--- src/rtl/hvd_params.svh ---
// constants of the video dram host controller: offsets, fields, timing
`ifndef HVD_PARAMS_SVH
`define HVD_PARAMS_SVH
// register word offsets on the software port
`define HVD_REG_CTRL     4'h0
`define HVD_REG_ADDR     4'h1
`define HVD_REG_WDATA    4'h2
`define HVD_REG_MASK     4'h3
`define HVD_REG_RDATA    4'h4
`define HVD_REG_STAT     4'h5
// control register fields
`define HVD_CTRL_CMD_HI  3
`define HVD_CTRL_PAGE    4
`define HVD_CTRL_MASK    5
`define HVD_CTRL_LOWER   6
`define HVD_CTRL_UPPER   7
// status register bits
`define HVD_STAT_BUSY    0
`define HVD_STAT_ERR     1
`define HVD_STAT_OLD     2
`define HVD_STAT_NEW     3
`define HVD_STAT_SRC     4
`define HVD_STAT_OPEN    5
// address split: row in the upper nine bits, column in the lower nine
`define HVD_ROW_HI       17
`define HVD_ROW_LO       9
`define HVD_COL_HI       8
// timing in ns and derived clock counts
`define HVD_CLK_NS       100
`define HVD_TRANSFER_SELECT_HOLD_TIME_NS      10
`define HVD_OUTPUT_TO_INPUT_TURNAROUND_NS      15
`define HVD_CEIL(ns)     ((((ns) + `HVD_CLK_NS - 1) / `HVD_CLK_NS) > 0 ? \
                          (((ns) + `HVD_CLK_NS - 1) / `HVD_CLK_NS) : 1)
`define HVD_TRANSFER_SELECT_HOLD_TIME_CYC     `HVD_CEIL(`HVD_TRANSFER_SELECT_HOLD_TIME_NS)
`define HVD_OUTPUT_TO_INPUT_TURNAROUND_CYC     `HVD_CEIL(`HVD_OUTPUT_TO_INPUT_TURNAROUND_NS)
// output enable low to capture: access plus two synchroniser stages
`define HVD_RD_CYC       3
`endif

--- src/rtl/hvd_pkg.sv ---
// types of the video dram host controller
package hvd_pkg;
  // commands written to the control register
  typedef enum logic [3:0] {
    HVD_NOP   = 4'h0,
    HVD_READ  = 4'h1,
    HVD_WRE   = 4'h2,  // early write
    HVD_WRL   = 4'h3,  // late write
    HVD_RMW   = 4'h4,
    HVD_FLASH = 4'h5,
    HVD_BLOCK = 4'h6,
    HVD_COLOR = 4'h7,  // color register set
    HVD_MSET  = 4'h8,  // write mask register set
    HVD_NSEL  = 4'h9,  // new mask selection
    HVD_CBR   = 4'hA,  // refresh, always with reset
    HVD_RREF  = 4'hB,  // row only refresh
    HVD_CLOSE = 4'hC   // close an open page
  } hvd_cmd_e;
  // sequencer states
  typedef enum logic [3:0] {
    S_IDLE = 4'h0,
    S_CBR  = 4'h1,
    S_PRAS = 4'h2,
    S_RAS  = 4'h3,
    S_OPEN = 4'h4,
    S_PCAS = 4'h5,
    S_CAS  = 4'h6,
    S_OEL  = 4'h7,
    S_OEH  = 4'h8,
    S_WEL  = 4'h9,
    S_ECAS = 4'hA,
    S_PRE  = 4'hB
  } hvd_state_e;
  // strobe and address pins toward the dram
  typedef struct packed {
    logic       ras_n;
    logic       cas_n;
    logic       transfer_or_output_enable_n;
    logic       upper_byte_write_enable_n;
    logic       lower_byte_write_enable_n;
    logic       special_function_select;
    logic [8:0] addr;
  } hvd_pins_s;
  // driven side of the mask and data lines
  typedef struct packed {
    logic        oe;
    logic [15:0] data;
  } hvd_dq_s;
endpackage : hvd_pkg

--- src/rtl/hvd_ctrl.sv ---
// host sequencer driving the random port of a dual port video dram
`include "hvd_params.svh"
`timescale 1ns/100ps
`default_nettype none
module hvd_ctrl (
  input  wire logic              i_core_clk,
  input  wire logic              i_rst_n,
  input  wire logic [3:0]        i_addr,
  input  wire logic [31:0]       i_wdata,
  input  wire logic              i_wr,
  input  wire logic              i_rd,
  output logic      [31:0]       o_rdata,
  output var hvd_pkg::hvd_pins_s o_pins,
  output var hvd_pkg::hvd_dq_s   o_dq,
  input  wire logic [15:0]       i_dq
);
  import hvd_pkg::*;

  hvd_state_e  state;      // sequencer state
  logic [3:0]  cnt;        // wait counter inside a state
  hvd_cmd_e    cmd;        // command being run
  logic        page;       // keep row open afterwards
  logic        masked;     // write per bit requested
  logic [1:0]  bytes;      // {upper, lower} byte selects
  logic [17:0] adr;        // word address
  logic [15:0] wdat;       // write data or column select
  logic [15:0] mask;       // new mask data
  logic [15:0] rdat;       // captured read word
  logic        old_ok;     // mask register loaded
  logic        new_ok;     // new mask method selected
  logic        src_new;    // active method is new mask
  logic        err;        // sticky refusal flag
  logic [15:0] dq_s;       // synchronised data lines
  logic        start;      // control write while ready
  logic        accept;     // start that passes checks
  hvd_cmd_e    wcmd;       // command field of the write
  logic        need_mask;  // command needs a mask method
  logic        mask_ok;    // active mask method usable

  // true for commands that only run a column cycle
  function automatic logic is_col(input hvd_cmd_e c);
    is_col = (c == HVD_READ) || (c == HVD_WRE) || (c == HVD_WRL) ||
             (c == HVD_RMW) || (c == HVD_BLOCK);
  endfunction : is_col

  // true for commands whose data go in before the column fall
  function automatic logic is_early(input hvd_cmd_e c);
    is_early = (c == HVD_WRE) || (c == HVD_BLOCK) ||
               (c == HVD_COLOR) || (c == HVD_MSET) || (c == HVD_NSEL);
  endfunction : is_early

  // true for register set cycles
  function automatic logic is_rset(input hvd_cmd_e c);
    is_rset = (c == HVD_COLOR) || (c == HVD_MSET) || (c == HVD_NSEL);
  endfunction : is_rset

  // read data lines pass two flops before use
  hvd_sync #(
    .W (16)
  ) u_sync (
    .i_core_clk (i_core_clk),
    .i_rst_n    (i_rst_n),
    .i_async    (i_dq),
    .o_sync     (dq_s)
  );

  // decode of a command write
  always_comb begin
    wcmd      = hvd_cmd_e'(i_wdata[`HVD_CTRL_CMD_HI:0]);
    start     = i_wr && (i_addr == `HVD_REG_CTRL) &&
                ((state == S_IDLE) || (state == S_OPEN));
    need_mask = i_wdata[`HVD_CTRL_MASK] || (wcmd == HVD_FLASH);
    mask_ok   = src_new ? new_ok : old_ok;
    accept    = start && (wcmd != HVD_NOP) &&
                !(need_mask && !mask_ok) &&
                !((state == S_OPEN) && !is_col(wcmd) && (wcmd != HVD_CLOSE)) &&
                !((state == S_IDLE) && (wcmd == HVD_CLOSE));
  end

  // software registers written directly
  always_ff @(posedge i_core_clk) begin
    if (!i_rst_n) begin
      adr  <= 18'h00000;
      wdat <= 16'h0000;
      mask <= 16'h0000;
    end else if (i_wr) begin
      case (i_addr)
        `HVD_REG_ADDR:  adr  <= i_wdata[17:0];
        `HVD_REG_WDATA: wdat <= i_wdata[15:0];
        `HVD_REG_MASK:  mask <= i_wdata[15:0];
        default: ;
      endcase
    end
  end

  // command latch on an accepted start
  always_ff @(posedge i_core_clk) begin
    if (!i_rst_n) begin
      cmd    <= HVD_NOP;
      page   <= 1'b0;
      masked <= 1'b0;
      bytes  <= 2'b00;
    end else if (accept) begin
      cmd   <= wcmd;
      page  <= i_wdata[`HVD_CTRL_PAGE];
      bytes <= {i_wdata[`HVD_CTRL_UPPER], i_wdata[`HVD_CTRL_LOWER]};
      // page columns keep the mask chosen at the row fall
      if (state == S_IDLE)
        masked <= need_mask;
    end
  end

  // mask method tracking and sticky error
  always_ff @(posedge i_core_clk) begin
    if (!i_rst_n) begin
      old_ok  <= 1'b0;
      new_ok  <= 1'b0;
      src_new <= 1'b0;
      err     <= 1'b0;
    end else begin
      if (accept && (wcmd == HVD_MSET)) begin
        old_ok  <= 1'b1;
        src_new <= 1'b0;
      end
      if (accept && ((wcmd == HVD_NSEL) || (wcmd == HVD_CBR))) begin
        new_ok  <= 1'b1;
        src_new <= 1'b1;
      end
      // a refusal in the clearing cycle still sets the flag
      if (start && !accept)
        err <= 1'b1;
      else if (i_wr && (i_addr == `HVD_REG_STAT) && i_wdata[`HVD_STAT_ERR])
        err <= 1'b0;
    end
  end

  // sequencer, drives every dram pin from flops
  always_ff @(posedge i_core_clk) begin
    if (!i_rst_n) begin
      state  <= S_IDLE;
      cnt    <= 4'h0;
      o_pins <= '{1'b1, 1'b1, 1'b1, 1'b1, 1'b1, 1'b0, 9'h000};
      o_dq   <= '{1'b0, 16'h0000};
    end else begin
      case (state)
        // take a command and set up the row strobe fall
        S_IDLE: begin
          if (accept && (wcmd == HVD_CBR)) begin
            o_pins.cas_n <= 1'b0;
            o_pins.special_function_select <= 1'b0;
            state <= S_CBR;
          end else if (accept) begin
            o_pins.addr <= adr[`HVD_ROW_HI:`HVD_ROW_LO];
            o_pins.transfer_or_output_enable_n <= 1'b1;
            // select only for flash and register set, never read
            o_pins.special_function_select <=
              (wcmd == HVD_FLASH) || is_rset(wcmd);
            if (need_mask) begin
              o_pins.upper_byte_write_enable_n <= ~i_wdata[`HVD_CTRL_UPPER];
              o_pins.lower_byte_write_enable_n <= ~i_wdata[`HVD_CTRL_LOWER];
              o_dq <= '{src_new, mask};
            end else begin
              o_pins.upper_byte_write_enable_n <= 1'b1;
              o_pins.lower_byte_write_enable_n <= 1'b1;
            end
            state <= S_PRAS;
          end
        end
        // refresh: column strobe already low, now the row strobe
        S_CBR: begin
          o_pins.ras_n <= 1'b0;
          state        <= S_RAS;
        end
        // row strobe fall with the row and mode pins stable
        S_PRAS: begin
          o_pins.ras_n <= 1'b0;
          cnt          <= 4'(`HVD_TRANSFER_SELECT_HOLD_TIME_CYC);
          state        <= S_RAS;
        end
        // hold after the row fall, then set up the column
        S_RAS: begin
          if (cnt != 4'h0) begin
            cnt <= cnt - 4'h1;
          end else if (!is_col(cmd) && !is_rset(cmd)) begin
            // flash and refresh need no column strobe
            state <= S_PRE;
          end else begin
            o_pins.addr <= adr[`HVD_COL_HI:0];
            o_pins.special_function_select <=
              (cmd == HVD_BLOCK) || (cmd == HVD_COLOR);
            if (is_early(cmd)) begin
              // block write carries column selects on the lines
              o_dq <= '{1'b1, wdat};
              o_pins.upper_byte_write_enable_n <=
                is_rset(cmd) ? 1'b0 : ~bytes[1];
              o_pins.lower_byte_write_enable_n <=
                is_rset(cmd) ? 1'b0 : ~bytes[0];
            end else begin
              o_dq.oe <= 1'b0;
              o_pins.upper_byte_write_enable_n <= 1'b1;
              o_pins.lower_byte_write_enable_n <= 1'b1;
            end
            state <= S_PCAS;
          end
        end
        // page held open between column cycles
        S_OPEN: begin
          if (accept && (wcmd == HVD_CLOSE)) begin
            state <= S_PRE;
          end else if (accept) begin
            cnt   <= 4'h0;
            state <= S_RAS;
          end
        end
        // column strobe fall
        S_PCAS: begin
          o_pins.cas_n <= 1'b0;
          state        <= S_CAS;
        end
        // branch on the kind of column cycle
        S_CAS: begin
          case (cmd)
            HVD_READ, HVD_RMW: begin
              o_pins.transfer_or_output_enable_n <= 1'b0;
              cnt   <= 4'(`HVD_RD_CYC);
              state <= S_OEL;
            end
            HVD_WRL: begin
              // output enable stays high so the bus is ours
              o_dq  <= '{1'b1, wdat};
              state <= S_WEL;
            end
            default: state <= S_ECAS;
          endcase
        end
        // output enabled, wait for the synchronised word
        S_OEL: begin
          if (cnt != 4'h0) begin
            cnt <= cnt - 4'h1;
          end else if (cmd == HVD_RMW) begin
            o_pins.transfer_or_output_enable_n <= 1'b1;
            cnt   <= 4'(`HVD_OUTPUT_TO_INPUT_TURNAROUND_CYC);
            state <= S_OEH;
          end else begin
            state <= S_ECAS;
          end
        end
        // bus turnaround before the modified word is driven
        S_OEH: begin
          if (cnt != 4'h0) begin
            cnt <= cnt - 4'h1;
          end else begin
            o_dq  <= '{1'b1, wdat};
            state <= S_WEL;
          end
        end
        // late write enable fall captures the driven word
        S_WEL: begin
          o_pins.upper_byte_write_enable_n <= ~bytes[1];
          o_pins.lower_byte_write_enable_n <= ~bytes[0];
          state <= S_ECAS;
        end
        // end of a column cycle, keep or close the row
        S_ECAS: begin
          o_pins.cas_n <= 1'b1;
          o_pins.transfer_or_output_enable_n <= 1'b1;
          o_pins.upper_byte_write_enable_n <= 1'b1;
          o_pins.lower_byte_write_enable_n <= 1'b1;
          o_pins.special_function_select <= 1'b0;
          o_dq.oe <= 1'b0;
          state   <= page ? S_OPEN : S_PRE;
        end
        // precharge: every strobe high, bus released
        S_PRE: begin
          o_pins <= '{1'b1, 1'b1, 1'b1, 1'b1, 1'b1, 1'b0, o_pins.addr};
          o_dq.oe <= 1'b0;
          state   <= S_IDLE;
        end
        default: state <= S_IDLE;
      endcase
    end
  end

  // capture of the read word at the end of the output wait
  always_ff @(posedge i_core_clk) begin
    if (!i_rst_n)
      rdat <= 16'h0000;
    else if ((state == S_OEL) && (cnt == 4'h0))
      rdat <= dq_s;
  end

  // read data stand in the cycle after the strobe only
  always_ff @(posedge i_core_clk) begin
    if (!i_rst_n) begin
      o_rdata <= 32'h00000000;
    end else if (!i_rd) begin
      o_rdata <= 32'h00000000;
    end else begin
      case (i_addr)
        `HVD_REG_ADDR:  o_rdata <= {14'h0000, adr};
        `HVD_REG_WDATA: o_rdata <= {16'h0000, wdat};
        `HVD_REG_MASK:  o_rdata <= {16'h0000, mask};
        `HVD_REG_RDATA: o_rdata <= {16'h0000, rdat};
        `HVD_REG_STAT:  o_rdata <= {26'h0000000, (state == S_OPEN), src_new,
                                    new_ok, old_ok, err, (state != S_IDLE)};
        default:        o_rdata <= 32'h00000000;
      endcase
    end
  end
endmodule : hvd_ctrl
`default_nettype wire

--- src/rtl/hvd_sync.sv ---
// two stage synchroniser for the mask and data lines
`timescale 1ns/100ps
`default_nettype none
module hvd_sync #(
  parameter int W = 16
) (
  input  wire logic         i_core_clk,
  input  wire logic         i_rst_n,
  input  wire logic [W-1:0] i_async,
  output logic      [W-1:0] o_sync
);
  logic [W-1:0] meta;  // first stage, read only by the second
  // two flops in series
  always_ff @(posedge i_core_clk) begin
    if (!i_rst_n) begin
      meta   <= '0;
      o_sync <= '0;
    end else begin
      meta   <= i_async;
      o_sync <= meta;
    end
  end
endmodule : hvd_sync
`default_nettype wire
--- config.mk ---
export PLATFORM = sky130hd
export DESIGN_NAME = hvd_ctrl
export DESIGN_NICKNAME = d
export VERILOG_FILES = /design/src/rtl/hvd_pkg.sv /design/src/rtl/hvd_ctrl.sv /design/src/rtl/hvd_sync.sv
export VERILOG_INCLUDE_DIRS = /design/src /design/src/rtl
export SDC_FILE = /design/constraint.sdc
export NUM_CORES = 1
export LEC_CHECK = 0
export BUFFER_PORTS_ARGS = -buffer_cell sky130_fd_sc_hd__buf_2
export CAP_MARGIN = 20
export CELL_PAD_IN_SITES_DETAIL_PLACEMENT = 0
export CELL_PAD_IN_SITES_GLOBAL_PLACEMENT = 1
export CORE_ASPECT_RATIO = 2
export CORE_UTILIZATION = 47
export CTS_BUF_LIST = sky130_fd_sc_hd__clkbuf_2
export DETAILED_ROUTE_END_ITERATION = 8
export GPL_TIMING_DRIVEN = 0
export HOLD_SLACK_MARGIN = 0.1
export PLACE_DENSITY_LB_ADDON = 0.3
export SLEW_MARGIN = 20
export SYNTH_ARGS = -nofsm -noshare
export SYNTH_HDL_FRONTEND = slang
export SYNTH_SLANG_ARGS = --single-unit
--- constraint.sdc ---
create_clock -name i_core_clk -period 3.5 [get_ports i_core_clk]
set_input_delay 0.35 -clock i_core_clk [delete_from_list [all_inputs] [get_ports i_core_clk]]
set_output_delay 0.35 -clock i_core_clk [all_outputs]
set_load 0.05 [all_outputs]
==> impl_metrics.csv, run 1 <==
group,metric,value,unit
grt,grtUsageMet3,5.36,%
sta,finalSetupTns,0,ns
route,drtIter0Drc,449,
power,total_power,3.43,mW
grt,track_usage,29.4,%
logic_synthesis,ys_seq_area_share,46.5,%
logic_synthesis,yosysWarnings,0,
route,vias,6693,
logic_synthesis,synth_edf_count,0,
final_layout,finalInstanceArea,8570,um^2
grt,grt_max_degree,17,
setup_path,cp.arrival,3.46,ns
setup_path,crit_type,"flip-flop to flip-flop",
final_layout,final_common_cell,"nand2_1",
die,dieArea,15800,um^2
power,ir_worst_vdd,0.000256,V
setup_path,cp_max_fo,10,
logic_synthesis,synth_top_cell_by_area,"dfxtp_1",
route,ant_nets,0,
clocking,cts_sinks,167,
setup_path,endpoint_kind,"flip-flop",
die,dieWidth,89.4,um
sta,slew_viol_final,0,
grt,grt_pass1_vias,6219,
logic_synthesis,synthTopCellsByArea,"dfxtp_1 47%, nand2_1 10%, a21oi_1 9.1%, and2_1 3.4%, mux2i_1 2.6%",
logic_synthesis,yosysTopAreaCellShare,46.5,%
setup_path,worstPathCellList,"buf_2, nor4bb_1, nand3_1, a31oi_1, nor2b_1, buf_2, and2_1, buf_6, buf_6, a211oi_2",
final_layout,layout.nets,1066,
placed_design,placed_area,7930,um^2
setup_path,required,4.13,ns
clocking,cts-buffers-inserted,17,
grt,grt-busiest-layer,"met2",
clocking,clk_latency,0.76,ns
route,vias_per_cell,5.50,
placed_design,io_buffer_count,90,
run_status,status,"finished, violations left",
clocking,clockRootBuffer,"clkbuf_2",
grt,grt_pass1_wl,33.8,mm
die,pin_count,120,
worst_hold_path,hp-class,"input port to flip-flop",
logic_synthesis,synth_cell_type_count,69,
final_layout,areaGrowthSynthToFinish,19.3,%
logic_synthesis,avgSynthCellArea,8.44,um^2
setup_path,cp_num_buf_inv,4,
route,wl,22.2,mm
setup_path,cpMaxStageDelayCell,"nor4bb_1",
sta,fin_skew,0.0457,ns
power,powerDensity,400,nW/um^2
sta,worst_slew_pin_slew,1.02,ns
run,maxCapViolCount,0,
clocking,tritoncts,"built",
die,die_y,177,um
logic_synthesis,ys_ff_latch,167,
grt,use_met1,29.9,%
die,num_rows,63,
setup_path,critical_path.max_stage_delay,0.82,ns
sta,timing.final.crit_share,80.7,%
clocking,clk_pin_slew,0.27,ns
sta,rsz0062_at_grt,"false",
grt,grt_util_met2,53.2,%
die,start_util,48.2,%
clocking,cts_buffer_depth,2,
logic_synthesis,yosys_most_used_dff,"dfxtp_1",
grt,grt_overflow,0,
final_layout,mostFrequentLayoutCells,"195 x nand2_1, 167 x dfxtp_1, 131 x a21oi_1",
setup_path,critical-path-top-delay-family,"simple AND/OR/NAND/NOR gates",
sta,fmax,354,MHz
clocking,cts_setup_buffers,0,
sta,setup_viol_count_final,0,
run_status,failed_checks,"DRC",
placed_design,gp_congestion,0.945,
sta,hold_viol,0,
power,power_leakage,3.23,nW
placed_design,dp_hpwl,16.9,mm
route,drt-pass1-iter-count,9,
setup_path,startpoint_type,"flip-flop",
grt,antenna_found_initial,1,
logic_synthesis,synth_cells,851,
sta,period_needed,2.82,ns
sta,relSlewSlack,31.0,%
clocking,htree_levels,4,
route,wl_per_cell,18.2,um
die,design.core.area,14900,um^2
logic_synthesis,async_flop_share,0,%
route,drc_errors,2,
final_layout,drive_above_1_share,17.2,%
logic_synthesis,synth_area,7180,um^2
[cell type report]
| class | count | area [um^2] |
|---|---|---|
| Multi-Input combinational cell | 610 | 3470 |
| Antenna cell | 1 | 2.50 |
| Tap cell | 195 | 244 |
| Timing Repair Buffer | 126 | 811 |
| Sequential cell | 167 | 3340 |
| Clock inverter | 14 | 189 |
| Inverter | 7 | 26.3 |
| Clock buffer | 18 | 90.1 |
| Fill cell | 1428 | 6330 |
| Buffer | 80 | 395 |
[logic make-up (layout without fill, tap and decap cells)]
group                    Yosys count  after routing  synth area share, %
XOR/XNOR                           2              2                0.244
AO/OA/AOI/OAI                    236            236                 21.7
flip-flops                       167            167                 46.5
other                              1             15               0.0522
AND/OR/NAND/NOR                  337            337                 22.6
adder cells (fa/ha/maj)            1              1                0.174
buffers and inverters             87            245                 5.87
multiplexers                      20             20                 2.80
[stage by stage]
stage | util, % | std cells | setup WS [ns] | hold slack [ns]
final | 57.5 | 1218 | 0.677 | 0.208
after CTS | 57.5 | 1217 | 0.708 | 0.121
after global routing | 57.5 | 1218 | 0.482 | 0.134
after detailed placement | 53.2 | 1149 | 0.603 | 0.419
after floorplan | - | 864 | 1.28 | 0.412
after global placement | 53.2 | 1149 | 0.646 | 0.415
[synthesized netlist by cell type (4+ instances only)]
master      n
a211oi_1    9
a211oi_2   10
a21oi_1   131
a222oi_1   15
a22oi_1     7
a311oi_1   12
a31oi_1     5
and2_1     39
and3_1      4
buf_2      13
buf_4      15
clkbuf_1   47
dfxtp_1   167
inv_1       6
mux2i_1    19
nand2_1   195
nand2b_1    9
nand3_1     8
nand3b_1    4
nor2_1     26
nor2b_1     8
nor3_1     11
nor4_1      4
nor4bb_1    5
o21ai_0    15
or4_1       4
[registers in the layout (all words and copies together) (netlist names)]
name           count
new_ok             1
mask              16
o_rdata           18
state              4
u_sync.meta       16
adr               18
o_dq              17
u_sync.o_sync     16
old_ok             1
bytes              2
cmd                4
src_new            1
page               1
cnt                4
err                1
wdat              16
o_pins            15
rdat              16
[worst register-to-register path, cell delays in order, from the launching register on]
cell	delay, ns
dfxtp_1	0.37
buf_2	0.18
nor4bb_1	0.82
nand3_1	0.17
a31oi_1	0.22
nor2b_1	0.17
buf_2	0.22
and2_1	0.17
buf_6	0.13
buf_6	0.17
a211oi_2	0.08
[power breakdown]
part | switching (mW) | leakage, nW | internal (mW)
registers | 0.0147 | 1.35 | 1.94
clock network | 0.737 | 0.165 | 0.427
logic | 0.200 | 1.71 | 0.107
[worst paths after layout]
kind                                              to  slack (ns)  depth (start not counted)                         from
worst max-delay path            o_dq[6]$_SDFFE_PN0P_        0.68                         10        state[2]$_SDFFE_PN0P_
worst min-delay path             cmd[0]$_SDFFE_PN0P_        0.21                          4                   i_wdata[0]
worst max register to register  o_dq[6]$_SDFFE_PN0P_        0.68                         10        state[2]$_SDFFE_PN0P_
worst min register to register  rdat[9]$_SDFFE_PN0P_        0.43                          2  u_sync.o_sync[9]$_SDFF_PN0_
[routing by layer]
| metal | up-vias | part of all wire (%) |
|---|---|---|
| met5 | - | 0 |
| met4 | 0 | 6.0 |
| met3 | 73 | 4.7 |
| met2 | 268 | 54 |
| met1 | 3062 | 36 |
| li1 | 3290 | - |
[repair_timing]
action | 4_1_cts | 5_1_grt
gates resized for setup | 0 | 0
hold buffers | 36 | 0
endpoints found under the hold margin | 82 | 0
No activity file was read; power rests on OpenSTA's default activity.
==> run 2: changes to the inputs <==
--- a/config.mk
+++ b/config.mk
@@ -11,7 +11,7 @@
 export CELL_PAD_IN_SITES_DETAIL_PLACEMENT = 0
 export CELL_PAD_IN_SITES_GLOBAL_PLACEMENT = 1
 export CORE_ASPECT_RATIO = 2
-export CORE_UTILIZATION = 47
+export CORE_UTILIZATION = 39
 export CTS_BUF_LIST = sky130_fd_sc_hd__clkbuf_2
 export DETAILED_ROUTE_END_ITERATION = 8
 export GPL_TIMING_DRIVEN = 0
==> constraint.sdc (replaced) <==
create_clock -name i_core_clk -period 2.5 [get_ports i_core_clk]
set_input_delay 0.25 -clock i_core_clk [delete_from_list [all_inputs] [get_ports i_core_clk]]
set_output_delay 0.25 -clock i_core_clk [all_outputs]
set_load 0.05 [all_outputs]
==> run 2 against run 1 <==
Against the previous run: the run ends with DRC, setup timing left; critical path depth unchanged; maximum frequency increased by 13%; combinational power up 51%; sequential share of layout area down 2.5 points; utilization down 6.2 points; register-to-register slack lost 0.68 ns; clock power up 37%; final cell count up 4.3%; clock skew down 0.017 ns; critical path type unchanged; critical endpoint is now o_dq[10]$_SDFFE_PN0P_; largest cell class unchanged; highest routed layer unchanged.
==> impl_metrics.csv, run 2 (synthesis results as in run 1) <==
group,metric,value,unit
run_status,status,"finished, violations left",
run_status,failed_checks,"DRC, setup timing",
setup_path,rrSetupSlack,-0.007,ns
placed_design,gp_congestion,0.884,
clocking,tritoncts,"built",
final_layout,areaGrowthSynthToFinish,27.7,%
final_layout,final_common_cell,"nand2_1",
run,maxCapViolCount,0,
sta,finalSetupTns,-0.00962,ns
grt,grt_pass1_wl,36.5,mm
die,dieArea,19000,um^2
setup_path,cp_max_fo,8,
route,vias_per_cell,5.48,
clocking,clk_pin_slew,0.24,ns
placed_design,io_buffer_count,90,
die,die_y,194,um
clocking,cts_buffer_depth,2,
sta,timing.final.crit_share,100,%
power,ir_worst_vdd,0.000295,V
die,start_util,40.2,%
route,wl_per_cell,19.4,um
sta,rsz0062_at_grt,"true",
placed_design,dp.cells,1167,
route,wl,24.6,mm
final_layout,drive_above_1_share,21.6,%
grt,grt_overflow,0,
die,design.core.area,17900,um^2
route,vias,6962,
grt,track_usage,25.3,%
setup_path,cp.arrival,3.12,ns
clocking,clk_latency,0.75,ns
grt,grt-busiest-layer,"met2",
clocking,htree_levels,4,
final_layout,fillers,1841,
sta,fin_hold_ws,0.184,ns
final_layout,mostFrequentLayoutCells,"195 x nand2_1, 164 x dfxtp_1, 130 x a21oi_1",
setup_path,endpoint_kind,"flip-flop",
sta,worst_slew_pin_slew,0.978,ns
grt,grt_pass1_vias,6572,
setup_path,crit_type,"flip-flop to flip-flop",
final_layout,layout.nets,1100,
clocking,clockRootBuffer,"clkbuf_2",
sta,fmax,399,MHz
route,drc_errors,8,
sta,hold_viol,0,
placed_design,placed_area,7950,um^2
power,total_power,4.79,mW
clocking,cts_sinks,167,
final_layout,finalInstanceArea,9170,um^2
route,drtIter0Drc,379,
clocking,cts-buffers-inserted,17,
final_layout,layoutNonFillerInstCount,1270,
grt,grt_util_met2,49.1,%
setup_path,required,3.11,ns
grt,grt_max_degree,17,
sta,fin_skew,0.0288,ns
power,power_leakage,3.48,nW
sta,relSlewSlack,34.3,%
die,num_rows,69,
route,ant_nets,0,
sta,slew_viol_final,0,
worst_hold_path,min-delay-start,"i_addr[1]",
placed_design,dp_hpwl,18.1,mm
setup_path,crit_start,"state[0]$_SDFFE_PN0P_",
setup_path,reg2reg_from,"state[0]$_SDFFE_PN0P_",
sta,setup_viol_count_final,3,
route,drt-pass1-iter-count,9,
worst_hold_path,hp-class,"input port to flip-flop",
power,powerDensity,522,nW/um^2
final_layout,top_regs,"adr x18, o_rdata x18, o_dq x17",
grt,use_met1,24.9,%
sta,period_needed,2.51,ns
die,pin_count,120,
setup_path,startpoint_type,"flip-flop",
grt,antenna_found_initial,1,
sta,fin_ws,-0.00733,ns
grt,grtUsageMet3,3.75,%
die,dieWidth,98.0,um
[run 2: worst paths after layout]
check                           cells past startpoint               endpoint
worst max register to register                     10  o_dq[10]$_SDFFE_PN0P_
worst max-delay path                               10  o_dq[10]$_SDFFE_PN0P_
worst min-delay path                                5  o_rdata[0]$_SDFF_PN0_
worst min register to register                      2   rdat[8]$_SDFFE_PN0P_
[run 2: where the power goes]
group	internal, mW	switching (mW)
sequential	2.71	0.0218
combinational	0.171	0.293
clock	0.585	1.00
[run 2: layout make-up]
| class | count | area (um^2) | area share (%) |
|---|---|---|---|
| inverters | 7 | 26.3 | 0.286 |
| flip-flops and latches | 167 | 3350 | 36.5 |
| plain buffers | 78 | 438 | 4.77 |
| multi-input cells | 610 | 3650 | 39.8 |
| repair buffers | 162 | 1170 | 12.8 |
| clock inverters | 13 | 170 | 1.85 |
| well taps | 213 | 267 | 2.91 |
| diodes | 1 | 2.50 | 0.0273 |
| clock buffers | 19 | 95.1 | 1.04 |
[run 2: stage by stage]
stage               setup slack, ns  util, %
floorplan                     0.278        -
global placement             -0.274     44.5
detailed placement           -0.339     44.5
CTS                          0.0110     49.2
global route                -0.0949     51.3
finish                     -0.00733     51.3
[run 2: critical path, cell delays in order, from the launching register on]
cell      delay (ns)
dfxtp_4         0.45
or4_4           0.55
buf_6           0.15
o21ai_4         0.17
buf_6           0.13
nor4b_4         0.05
a211oi_4        0.22
buf_6           0.18
and2_4          0.26
buf_12          0.15
a211oi_2        0.06
[run 2: metal layers]
layer / vias to the layer above / routed length [um]
li1: 3349 / -
met1: 3283 / 8400
met2: 257 / 13800
met3: 73 / 1060
met4: 0 / 1360
met5: - / 0
[run 2: timing repair]
action | 4_1_cts | 5_1_grt
endpoints found under the hold margin | 106 | 0
pin swaps | 5 | 13
buffers inserted | 4 | 22
resized for setup | 24 | 37
hold buffers | 42 | 0
setup endpoints to repair | 28 | 46
gates cloned | 0 | 4
